$ cat src/motion_cmd_defs.vh
// Constants for the motion command block: register offsets, resets, timing.
// Assumes a 100 MHz core clock and word-aligned AHB-Lite register access.
`ifndef MOTION_CMD_DEFS_VH
`define MOTION_CMD_DEFS_VH
`define OFS_COMMAND      12'h000
`define OFS_TARGET       12'h004
`define OFS_REL_COUNT    12'h008
`define OFS_OFFSET_DIST  12'h00C
`define OFS_CONFIG       12'h010
`define OFS_STATUS       12'h014
`define OFS_POSITION     12'h018
`define OFS_UNIT_ID      12'h01C
`define OFS_PERIOD       12'h020
`define OFS_DECEL        12'h024
`define OFS_GLOBAL_TGT   12'h028
`define OFS_ACK          12'h02C
`define CMD_GENTLE_HALT  0
`define CMD_HARD_HALT    1
`define CMD_ABRUPT_STOP  2
`define CMD_ABS_MOVE     3
`define CMD_REL_MOVE     4
`define CMD_CONT_PLUS    5
`define CMD_CONT_MINUS   6
`define CMD_GLOBAL_EXEC  7
`define CFG_DRV_EN       0
`define CFG_FAST_STOP    1
`define CFG_STOP_SETUP   2
`define CFG_STOP_LEVEL   3
`define CFG_IN_PROGRAM   4
`define CFG_SLAVE_SEL    5
`define RST_PERIOD       32'h000003E8
`define RST_DECEL        32'h00000010
`define UNIT_ID_VALUE    16'h1234
`define ACK_CHAR         8'h59
`define MAX_PERIOD       32'h000FFFFF
`define MIN_PERIOD_SAFE  32'h00000002
`define OFFSET_MASK      32'h00FFFFFF
`endif

$ cat src/motion_halt_move.v
// Motion command block: halts, moves, offset-after-halt, driver enable.
// Assumes an AHB-Lite master; serial framing lives outside and writes the
// command register, reading the acknowledge register for the reply byte.
//
// Chosen here: the AHB-Lite slave port and the register offsets.
`timescale 1ns/1ps
`default_nettype none
`include "motion_cmd_defs.vh"
// Function
// - Gentle halt ramps speed down at programmed deceleration.
// - Gentle halt in a program stops motor only; program keeps running.
// - Driver enable written 1 pulls output low; 0 releases it.
// - Driver enable is inactive after reset.
// - Writing 0 removes driver current and holding torque.
// - Writing absolute target starts move to signed 32-bit position.
// - Each accepted move command is acknowledged with character Y.
// - Global target is stored; move starts only on global execute.
// - Global execute is accepted regardless of unit address.
// - Relative move of signed count moves that many pulses.
// - Direction-only relative move runs until gentle or hard halt.
// - Configured stop input can also stop a relative move.
// - Fast-stop enable makes user input two a soft-halt source.
// - Position counter updates live during relative motion.
// - Armed offset makes soft halt continue at speed for offset distance.
// - After offset covered, decelerate at programmed rate to rest.
// - Serial halt, program halt and stop input are all soft halts.
// - Abrupt stop halts like hard halt but program keeps running.
// - Unit identifier is fixed on query; writes have no effect.
module motion_halt_move (
   input  wire        core_clk,
   input  wire        srst,
   input  wire        hsel,
   input  wire [31:0] haddr,
   input  wire [1:0]  htrans,
   input  wire        hwrite,
   input  wire [2:0]  hsize,
   input  wire [31:0] hwdata,
   input  wire        hready,
   output reg  [31:0] hrdata,
   output reg         hreadyout,
   output reg         hresp,
   input  wire        user_input_two,
   input  wire        stop_input,
   output reg         step_pulse,
   output reg         step_dir,
   output reg         driver_enable_n,
   output reg         program_stop
);
   // Motion states, one-hot
   localparam [3:0] ST_IDLE = 4'b0001;
   localparam [3:0] ST_RUN  = 4'b0010;
   localparam [3:0] ST_OFFS = 4'b0100;
   localparam [3:0] ST_DECL = 4'b1000;

   reg [3:0]  state_reg;
   reg [31:0] position_counter_reg;
   reg [31:0] remain_reg;
   reg        cont_reg;
   reg [31:0] offset_after_halt_reg;
   reg [31:0] global_target_reg;
   reg [31:0] period_base_reg;
   reg [31:0] decel_reg;
   reg [31:0] period_reg;
   reg [31:0] tick_reg;
   reg [5:0]  cfg_reg;
   reg [7:0]  ack_reg;
   reg        ack_valid_reg;
   reg        wr_pend_reg;
   reg        rd_pend_reg;
   reg [11:0] addr_reg;
   reg        in2_s1_reg;
   reg        in2_s2_reg;
   reg        stp_s1_reg;
   reg        stp_s2_reg;

   wire        addr_ok   = hsel & hready & htrans[1];
   wire        cmd_wr    = wr_pend_reg & (addr_reg == `OFS_COMMAND);
   wire        hard_cmd  = cmd_wr & (hwdata[`CMD_HARD_HALT] | hwdata[`CMD_ABRUPT_STOP]);
   wire        gentle_cmd = cmd_wr & hwdata[`CMD_GENTLE_HALT];
   // Stop input and fast stop only count as soft halts in ST_RUN, not during offset or ramp
   wire        stop_src  = (cfg_reg[`CFG_STOP_SETUP] &
                            (stp_s2_reg == cfg_reg[`CFG_STOP_LEVEL])) |
                           (cfg_reg[`CFG_FAST_STOP] & in2_s2_reg);
   wire        soft_halt = gentle_cmd | (stop_src & (state_reg == ST_RUN));
   wire        tgt_wr    = wr_pend_reg & (addr_reg == `OFS_TARGET);
   wire        rel_wr    = wr_pend_reg & (addr_reg == `OFS_REL_COUNT);
   wire        gexec     = cmd_wr & hwdata[`CMD_GLOBAL_EXEC];
   wire        cont_p    = cmd_wr & hwdata[`CMD_CONT_PLUS];
   wire        cont_m    = cmd_wr & hwdata[`CMD_CONT_MINUS];
   wire        pulse_due = (tick_reg == 32'h00000000);
   wire [31:0] abs_delta = hwdata - position_counter_reg;
   wire [31:0] gbl_delta = global_target_reg - position_counter_reg;
   wire [31:0] dist_in   = (tgt_wr | ~rel_wr) ? (tgt_wr ? abs_delta : gbl_delta) : hwdata;
   wire        start_mv  = tgt_wr | rel_wr | gexec | cont_p | cont_m;
   wire [31:0] mag       = dist_in[31] ? (32'h00000000 - dist_in) : dist_in;

   // Input synchronisers; first stage feeds only the second
   always @(posedge core_clk) begin
      if (srst) begin
         in2_s1_reg <= 1'b0;
         in2_s2_reg <= 1'b0;
         stp_s1_reg <= 1'b0;
         stp_s2_reg <= 1'b0;
      end else begin
         in2_s1_reg <= user_input_two;
         in2_s2_reg <= in2_s1_reg;
         stp_s1_reg <= stop_input;
         stp_s2_reg <= stp_s1_reg;
      end
   end

   // AHB-Lite slave: zero wait states, always OKAY
   always @(posedge core_clk) begin
      if (srst) begin
         wr_pend_reg <= 1'b0;
         rd_pend_reg <= 1'b0;
         addr_reg    <= 12'h000;
         hreadyout   <= 1'b1;
         hresp       <= 1'b0;
      end else begin
         wr_pend_reg <= addr_ok & hwrite;
         rd_pend_reg <= addr_ok & ~hwrite;
         if (addr_ok) begin
            addr_reg <= haddr[11:0];
         end
         hreadyout <= 1'b1;
         hresp     <= 1'b0;
      end
   end

   // Read mux, registered so data is ready in the data phase
   always @(posedge core_clk) begin
      if (srst) begin
         hrdata <= 32'h00000000;
      end else if (addr_ok & ~hwrite) begin
         case (haddr[11:0])
            `OFS_TARGET:      hrdata <= step_dir ? position_counter_reg - remain_reg :
                                                   position_counter_reg + remain_reg;
            `OFS_OFFSET_DIST: hrdata <= offset_after_halt_reg;
            `OFS_CONFIG:      hrdata <= {26'h0000000, cfg_reg};
            `OFS_STATUS:      hrdata <= {28'h0000000, state_reg};
            `OFS_POSITION:    hrdata <= position_counter_reg;
            `OFS_UNIT_ID:     hrdata <= {16'h0000, `UNIT_ID_VALUE};
            `OFS_PERIOD:      hrdata <= period_base_reg;
            `OFS_DECEL:       hrdata <= decel_reg;
            `OFS_GLOBAL_TGT:  hrdata <= global_target_reg;
            `OFS_ACK:         hrdata <= {23'h000000, ack_valid_reg, ack_reg};
            default:          hrdata <= 32'h00000000;
         endcase
      end
   end

   // Setting registers; unit identifier has no storage so writes vanish
   always @(posedge core_clk) begin
      if (srst) begin
         cfg_reg               <= 6'h00;
         offset_after_halt_reg <= 32'h00000000;
         global_target_reg     <= 32'h00000000;
         period_base_reg       <= `RST_PERIOD;
         decel_reg             <= `RST_DECEL;
      end else if (wr_pend_reg) begin
         case (addr_reg)
            `OFS_CONFIG:      cfg_reg <= hwdata[5:0];
            `OFS_OFFSET_DIST: offset_after_halt_reg <= hwdata & `OFFSET_MASK;
            `OFS_GLOBAL_TGT:  global_target_reg <= hwdata;
            `OFS_PERIOD:      period_base_reg <= (hwdata < `MIN_PERIOD_SAFE) ?
                                                 `MIN_PERIOD_SAFE : hwdata;
            `OFS_DECEL:       decel_reg <= hwdata;
            default:          cfg_reg <= cfg_reg;
         endcase
      end
   end

   // Acknowledge byte; reading it clears valid, a new accept wins
   always @(posedge core_clk) begin
      if (srst) begin
         ack_reg       <= 8'h00;
         ack_valid_reg <= 1'b0;
      end else if (start_mv) begin
         ack_reg       <= `ACK_CHAR;
         ack_valid_reg <= 1'b1;
      end else if (rd_pend_reg & (addr_reg == `OFS_ACK)) begin
         ack_valid_reg <= 1'b0;
      end
   end

   // Motion state machine with pulse timing and ramp
   always @(posedge core_clk) begin
      if (srst) begin
         state_reg            <= ST_IDLE;
         position_counter_reg <= 32'h00000000;
         remain_reg           <= 32'h00000000;
         cont_reg             <= 1'b0;
         period_reg           <= `RST_PERIOD;
         tick_reg             <= 32'h00000000;
         step_pulse           <= 1'b0;
         step_dir             <= 1'b0;
      end else begin
         step_pulse <= 1'b0;
         if (hard_cmd) begin
            state_reg <= ST_IDLE;
            remain_reg <= 32'h00000000;
            cont_reg   <= 1'b0;
         end else if (start_mv) begin
            state_reg  <= ST_RUN;
            cont_reg   <= cont_p | cont_m;
            remain_reg <= (cont_p | cont_m) ? 32'h00000000 : mag;
            step_dir   <= (cont_p | cont_m) ? cont_m : dist_in[31];
            period_reg <= period_base_reg;
            tick_reg   <= period_base_reg;
         end else begin
            case (state_reg)
               ST_IDLE: begin
                  tick_reg <= 32'h00000000;
               end
               ST_RUN, ST_OFFS, ST_DECL: begin
                  if (soft_halt & (state_reg == ST_RUN)) begin
                     if (offset_after_halt_reg != 32'h00000000) begin
                        state_reg  <= ST_OFFS;
                        remain_reg <= offset_after_halt_reg;
                        cont_reg   <= 1'b0;
                     end else begin
                        state_reg <= ST_DECL;
                     end
                  end else if (pulse_due) begin
                     step_pulse <= 1'b1;
                     position_counter_reg <= step_dir ?
                        position_counter_reg - 32'h00000001 :
                        position_counter_reg + 32'h00000001;
                     tick_reg <= period_reg;
                     if (!cont_reg) begin
                        remain_reg <= remain_reg - 32'h00000001;
                     end
                     // Ramp stretches the period; a finite move still ends on count
                     if (state_reg == ST_DECL) begin
                        period_reg <= period_reg + decel_reg;
                        if (period_reg >= `MAX_PERIOD) begin
                           state_reg <= ST_IDLE;
                        end
                     end
                     if (!cont_reg && remain_reg == 32'h00000001) begin
                        state_reg <= (state_reg == ST_OFFS) ? ST_DECL : ST_IDLE;
                        if (state_reg == ST_OFFS) begin
                           remain_reg <= 32'h00000000;
                           cont_reg   <= 1'b1;
                        end
                     end
                  end else begin
                     tick_reg <= tick_reg - 32'h00000001;
                  end
               end
               default: state_reg <= ST_IDLE;
            endcase
         end
      end
   end

   // Outputs: open-collector enable is low when enabled
   always @(posedge core_clk) begin
      if (srst) begin
         driver_enable_n <= 1'b1;
         program_stop    <= 1'b0;
      end else begin
         driver_enable_n <= ~cfg_reg[`CFG_DRV_EN];
         // Gentle halt stops the program only from standby; abrupt stop never
         program_stop <= cmd_wr & ~cfg_reg[`CFG_IN_PROGRAM] &
                         (hwdata[`CMD_GENTLE_HALT] | hwdata[`CMD_HARD_HALT]);
      end
   end
endmodule // motion_halt_move
`default_nettype wire

$ cat config.mk
export PLATFORM = sky130hd
export DESIGN_NAME = motion_halt_move
export DESIGN_NICKNAME = d
export VERILOG_FILES = /design/src/motion_halt_move.v
export VERILOG_INCLUDE_DIRS = /design/src
export SDC_FILE = /design/constraint.sdc
export NUM_CORES = 1
export LEC_CHECK = 0
export ABC_CLOCK_PERIOD_IN_PS = 10300
export BUFFER_PORTS_ARGS = -buffer_cell sky130_fd_sc_hd__buf_2
export CORE_MARGIN = 1.5
export CORE_UTILIZATION = 60
export CTS_CLUSTER_SIZE = 40
export DETAILED_ROUTE_END_ITERATION = 8
export PLACE_DENSITY_LB_ADDON = 0.12
export REMOVE_ABC_BUFFERS = 1
export SYNTH_ARGS = -nofsm -noshare
export SYNTH_HDL_FRONTEND = slang
export SYNTH_SLANG_ARGS = --single-unit
export TNS_END_PERCENT = 100
$ cat constraint.sdc
create_clock -name core_clk -period 10.3 [get_ports core_clk]
set_input_delay 0.515 -clock core_clk [delete_from_list [all_inputs] [get_ports core_clk]]
set_output_delay 0.515 -clock core_clk [all_outputs]
set_load 0.05 [all_outputs]
Word level (Yosys, flattened, before mapping)
Index checks and enable logic that the tools add are counted.
Widths: inputs -> output; s select.
- add/sub/neg operators: 10
- $lt $le $gt $ge: 2
- eq/ne operators: 34
- multiplexer cells: 45
- bitwise logic cells: 38
- reduce and logical (&&, ||, !) cells: 30
- operators by type and width (operator ; number):
    $mux 32 ; 23
    $pmux 32 s10 ; 1
    $eq 12x6->1 const B ; 8
    $sub 32x1->32 const B ; 3
    $sub 32x32->32 ; 3
    $add 32x32->32 ; 2
    $pmux 32 s2 ; 1
    $eq 12x5->1 const B ; 5
    $eq 12x4->1 const B ; 3
    $add 32x1->32 const B ; 1
    $eq 32x1->1 const B ; 1
    $ge 32x20->1 const B ; 1
    $logic_not 32->1 ; 1
    $lt 32x2->1 const B ; 1
    $reduce_bool 32->1 ; 1
    $sub 1x32->32 const A ; 1
    $mux 4 ; 7
    $eq 12x3->1 const B ; 2
    $and 1x1->1 ; 19
    $reduce_and 5->1 ; 3
    $logic_not 12->1 ; 1
    $ne 4x4->1 const B ; 3
    $reduce_and 2->1 ; 6
    $reduce_bool 3->1 ; 4
    22 further kinds ; 58
- flip-flop bits (word level): 315
- input port bits: 76
- output and inout port bits: 38
- logic and storage cells: 185

Depth between registers and ports, before layout
- depth after elaboration: 9
- gate-level depth with buffers: 22
- depth with buffers taken out: 20

Worst setup path after synthesis
No wires, ideal clock.
- path kind: register to register
- from: register addr_reg[11]
- to: register remain_reg[27]
- setup time: 0.071 ns
- arrival time: 5.168 ns
- data required time: 10.229 ns
- path slack: 5.062 ns
- stages on the path, launching flop included: 21
- path buffers: 2
- clock period less this slack: 5.238 ns
- cell sequence: dfxtp_1 -> or4_4 -> nor3_4 -> nand2_1 -> clkbuf_1 -> buf_1 -> mux2i_1 -> ha_1 -> fa_1 -> nor2b_1 -> o31ai_1 -> a211o_1 -> a211oi_1 -> o21ai_0 -> o311a_1 -> xor2_1 -> a21oi_1 -> nor3_1 -> a2111oi_0 -> nor3_1 -> a21oi_1
- cells in the longest elaborated chain, start to end: 9
- elaborated cells on any way between the ends: 33
- classes of those cells: add/sub (1); eq/ne (3); mux (7); bitwise (17); reduce/logical (5)
- RTL lines (what ; RTL line ; text):
    start: declaration ; motion_halt_move.v:70 ; reg [11:0] addr_reg;
    start signal: assignment ; motion_halt_move.v:124 ; addr_reg <= haddr[11:0];
    $eq 12x4->1 (no source line) ; - ;
    $and 1x1->1 ; motion_halt_move.v:86 ; wire rel_wr = wr_pend_reg & (addr_reg == `OFS_REL_COUNT);
    $not 1->1 ; motion_halt_move.v:93 ; wire [31:0] dist_in = (tgt_wr | ~rel_wr) ? (tgt_wr ? abs_delta : gbl_delta) : hwdata;
    $or 1x1->1 ; motion_halt_move.v:93 ;
    $mux 32 ; motion_halt_move.v:93 ;
    $sub 1x32->32 ; motion_halt_move.v:95 ; wire [31:0] mag = dist_in[31] ? (32'h00000000 - dist_in) : dist_in;
    $mux 32 ; motion_halt_move.v:95 ;
    $mux 32 ; motion_halt_move.v:207 ; remain_reg <= (cont_p | cont_m) ? 32'h00000000 : mag;
    $mux 32 ; motion_halt_move.v:204 ; end else if (start_mv) begin
    end signal: assignment ; motion_halt_move.v:207 ;
    end signal: assignment ; motion_halt_move.v:220 ; remain_reg <= offset_after_halt_reg;
    end signal: assignment ; motion_halt_move.v:232 ; remain_reg <= remain_reg - 32'h00000001;
    end: declaration ; motion_halt_move.v:57 ; reg [31:0] remain_reg;
Several ways; a longest one is shown, not always the timed one. The select of a mux whose other input is x is not followed.
A chain may end at the register's enable or synchronous reset.

Final worst setup path
- from: register addr_reg[11]
- to: register remain_reg[15]
Same word-level chain as after synthesis.

==> results.py <==
metrics = {
    "status": {
        "status": "finished, final reports clean",
    },
    "detailed_routing": {
        "drt_iter0_drc": 3326,
        "wire_per_inst_um": 22.2,
        "vias": 25000,
        "dr.pass1.iters": 6,
        "routed_via_density": 6.70,
        "drc": 0,
        "wl_mm": 82.7,
        "ant_nets": 0,
    },
    "timing": {
        "fin_tns_setup_ps": 0,
        "timing.final.hold_violations": 0,
        "setup_viol": 0,
        "fmax_mhz": 161,
        "timing.hold.ws_ps": 177,
        "min_period_ps": 6200,
        "drv_slew": 0,
        "rsz0062_at_grt": "no",
        "skew_ps": 17.3,
        "worstMarginPinSlew_ps": 1270,
        "period_share_pct": 60.1,
        "max_slew_margin_pct": 15.2,
    },
    "synthesis": {
        "ys_types": 99,
        "ys_seq_area_share_pct": 26.6,
        "syn_area_sq_mm": 0.0237,
        "async_reset_ff_share_pct": 0,
        "yosys-top-cells-area": "dfxtp_1 (27%), nand2_1 (7.9%), ha_1 (6.8%)",
        "synth.top_cell.area_share_pct": 26.6,
        "ys_ff_latch": 315,
        "synth_edf_count": 0,
        "avgSynthCellArea_sq_um": 7.38,
        "yosysWarnings": 0,
        "netlist_instances": 3209,
        "synth_ff_type": "dfxtp_1",
        "synth_top_cell_by_area": "dfxtp_1",
    },
    "layout": {
        "area_growth_pct": 8.80,
        "drive_gt1_share_pct": 9.19,
        "nNetsFinal": 3388,
        "multi_input_area_sq_mm": 0.0163,
        "antenna_cells": 0,
        "nFillCells": 3463,
        "regArea_sq_mm": 0.00631,
    },
    "critical_path": {
        "crit_family": "simple AND/OR/NAND/NOR gates",
        "crit_slowest_cell": "or4_4",
        "slowest_delay_ps": 600,
        "crit_type": "reg -> reg",
        "cp_max_fo": 35,
        "timing.rr.start": "addr_reg[11]",
        "crit_arrival_ps": 6700,
        "cp_num_cells": 19,
        "worstPathRequired_ps": 10800,
        "reg2reg_slack_ps": 4100,
        "reg2regPathDepth": 19,
        "critPathBufInv": 2,
        "path_cells": "or4_4 -> nor3_4 -> buf_4 -> nand2_1 -> buf_4 -> mux2_2 -> ha_1 -> o21a_1 -> o31a_1 -> o31ai_1 -> o211ai_1 -> o2111ai_1 -> a22oi_1 -> mux2i_1 -> a21oi_1 -> or2_0 -> nor2_1 -> mux2_2 -> nor3_1",
        "worstSetupEndpointType": "register",
        "crit_end": "remain_reg[15]",
        "reg2reg_to": "remain_reg[15]",
        "cp-start-kind": "register",
        "startpoint": "addr_reg[11]",
    },
    "die": {
        "die_h_um": 202,
        "fp.dieArea_sq_mm": 0.0407,
        "start_util_pct": 61.0,
        "core_area_sq_mm": 0.0388,
        "io_pins": 114,
        "rows": 72,
        "die_w_um": 202,
    },
    "place": {
        "port_buffers": 87,
        "place_hpwl_mm": 61.0,
        "gp_congestion": 1.06,
    },
    "clock_tree": {
        "cts_buffers": 38,
        "root_buffer": "clkbuf_16",
        "clock-sinks": 315,
        "cts_resized": 0,
        "insertion_delay_ps": 580,
        "post_cts_buffers": 0,
        "clk_pin_slew_worst_paths_ps": 60,
        "cts_buffer_depth": 3,
        "cts_tree": "done",
        "htree_levels": 2,
        "ctsHoldBuffers": 0,
    },
    "global_route": {
        "grt_pass1_vias": 23200,
        "grt.overflow.total": 0,
        "antenna_found_initial": 0,
        "grt_pass1_wl_mm": 129,
        "grt_max_degree": 162,
        "grt_use_total_pct": 40.0,
    },
    "pwr": {
        "power.leakage_nw": 10.5,
        "max-vdd-ir-drop_v": 0.000107,
        "total_power_mw": 3.34,
        "power_density_mw_per_mm2": 130,
    },
    "hold_path": {
        "min_path_type": "in -> reg",
    },
    "flow_run": {
        "cap_violations": 0,
    },
}
## synthesized netlist by cell type, drive strengths merged (38+ instances only)
library cell / instances
a21o: 60
a211oi: 40
or3: 38
nor4: 49
nand2: 501
xnor2: 112
o211ai: 48
a31oi: 61
dfxtp: 315
o21ai: 197
inv: 82
nand4: 39
a21oi: 293
nor2: 295
nor3: 88
ha: 128
clkbuf: 173
mux2i: 52
mux2: 44
nand3: 84
xor2: 45
## layout make-up
cell class	count	area share, %
clock buffer	55	4.29
clock inverter	15	1.00
inverter	83	1.21
multi-input combinational	2608	63.4
sequential	315	24.5
tap	518	2.51
timing repair buffer	134	3.13
## power by group
part / switching (mW) / leakage, nW / total [mW] / internal (mW)
Sequential: 0.0151 / 2.54 / 1.25 / 1.23
Combinational: 0.403 / 7.32 / 0.615 / 0.212
Clock: 0.582 / 0.664 / 1.48 / 0.902
## stage by stage
stage / std cells / area, sq um / util, % / worst slack [ps]
after floorplan: 3006 / 22900 / - / 4410
after global placement: 3658 / 24400 / 62.9 / 4270
after detailed placement: 3658 / 24400 / 62.9 / 4230
after CTS: 3728 / 25800 / 66.4 / 4180
after global routing: 3728 / 25800 / 66.4 / 3780
final: 3728 / 25800 / 66.4 / 4100
## placed cells by master, fill, tap and decap left out, types with 11 or more instances in the layout
master / synthesis / final
a21boi_0: 13 / 13
a22o_1: 18 / 18
a222oi_1: 16 / 16
o211ai_1: 46 / 46
and2_1: 18 / 18
o31ai_1: 16 / 16
buf_2: 13 / 86
inv_1: 82 / 82
or3_1: 38 / 37
a311oi_1: 14 / 14
dfxtp_1: 315 / 314
nor3_1: 86 / 82
a21oi_1: 292 / 291
nand2b_1: 13 / 13
xor2_1: 45 / 45
xnor2_1: 112 / 112
nor2b_1: 23 / 23
nand3_1: 83 / 82
o21bai_1: 11 / 11
a221oi_1: 33 / 33
a21o_1: 60 / 60
buf_4: 2 / 46
nor4_1: 44 / 44
mux2_2: 43 / 43
ha_1: 128 / 128
or4_1: 13 / 13
o21a_1: 27 / 27
a221o_1: 15 / 15
and3_1: 16 / 16
a22oi_1: 30 / 30
nand4_1: 38 / 38
mux2i_1: 52 / 52
a211oi_1: 40 / 40
nand2_1: 500 / 500
a31oi_1: 60 / 60
nor2_1: 295 / 287
nor3b_1: 11 / 11
o21ai_0: 190 / 190
clkbuf_16: 0 / 39
## worst min-delay path by stage
stage	start	end	slack [ps]	cells past startpoint
2_1_floorplan	cfg_reg[0]	driver_enable_n	370	1
3_3_place_gp	cfg_reg[0]	driver_enable_n	390	1
3_5_place_dp	cfg_reg[0]	driver_enable_n	390	1
4_1_cts	stop_input	stp_s1_reg	160	2
5_1_grt	haddr[10]	addr_reg[10]	210	3
6_report	stop_input	stp_s1_reg	180	2
## per-layer routing
layer	part of all wire, %	routed length, um	track usage [%]
met2	42	34800	59.9
met3	13	10500	7.50
met1	41	33500	55.4
met4	4.7	3910	18.6
met5	0	0	0
## logic make-up (layout without fill, tap and decap cells)
logic type      count (synthesis)  after routing  synth area share, %
buf+inv                       286            287                 4.66
fa+ha+maj                     132            132                 7.10
xor+xnor                      157            157                 5.80
mux                            96             96                 4.29
simple gates                 1235           1235                 24.3
flops                         315            315                 26.6
other cells                     2              2               0.0317
compound gates                986            986                 27.2
Power figures use the tool's default switching activity.
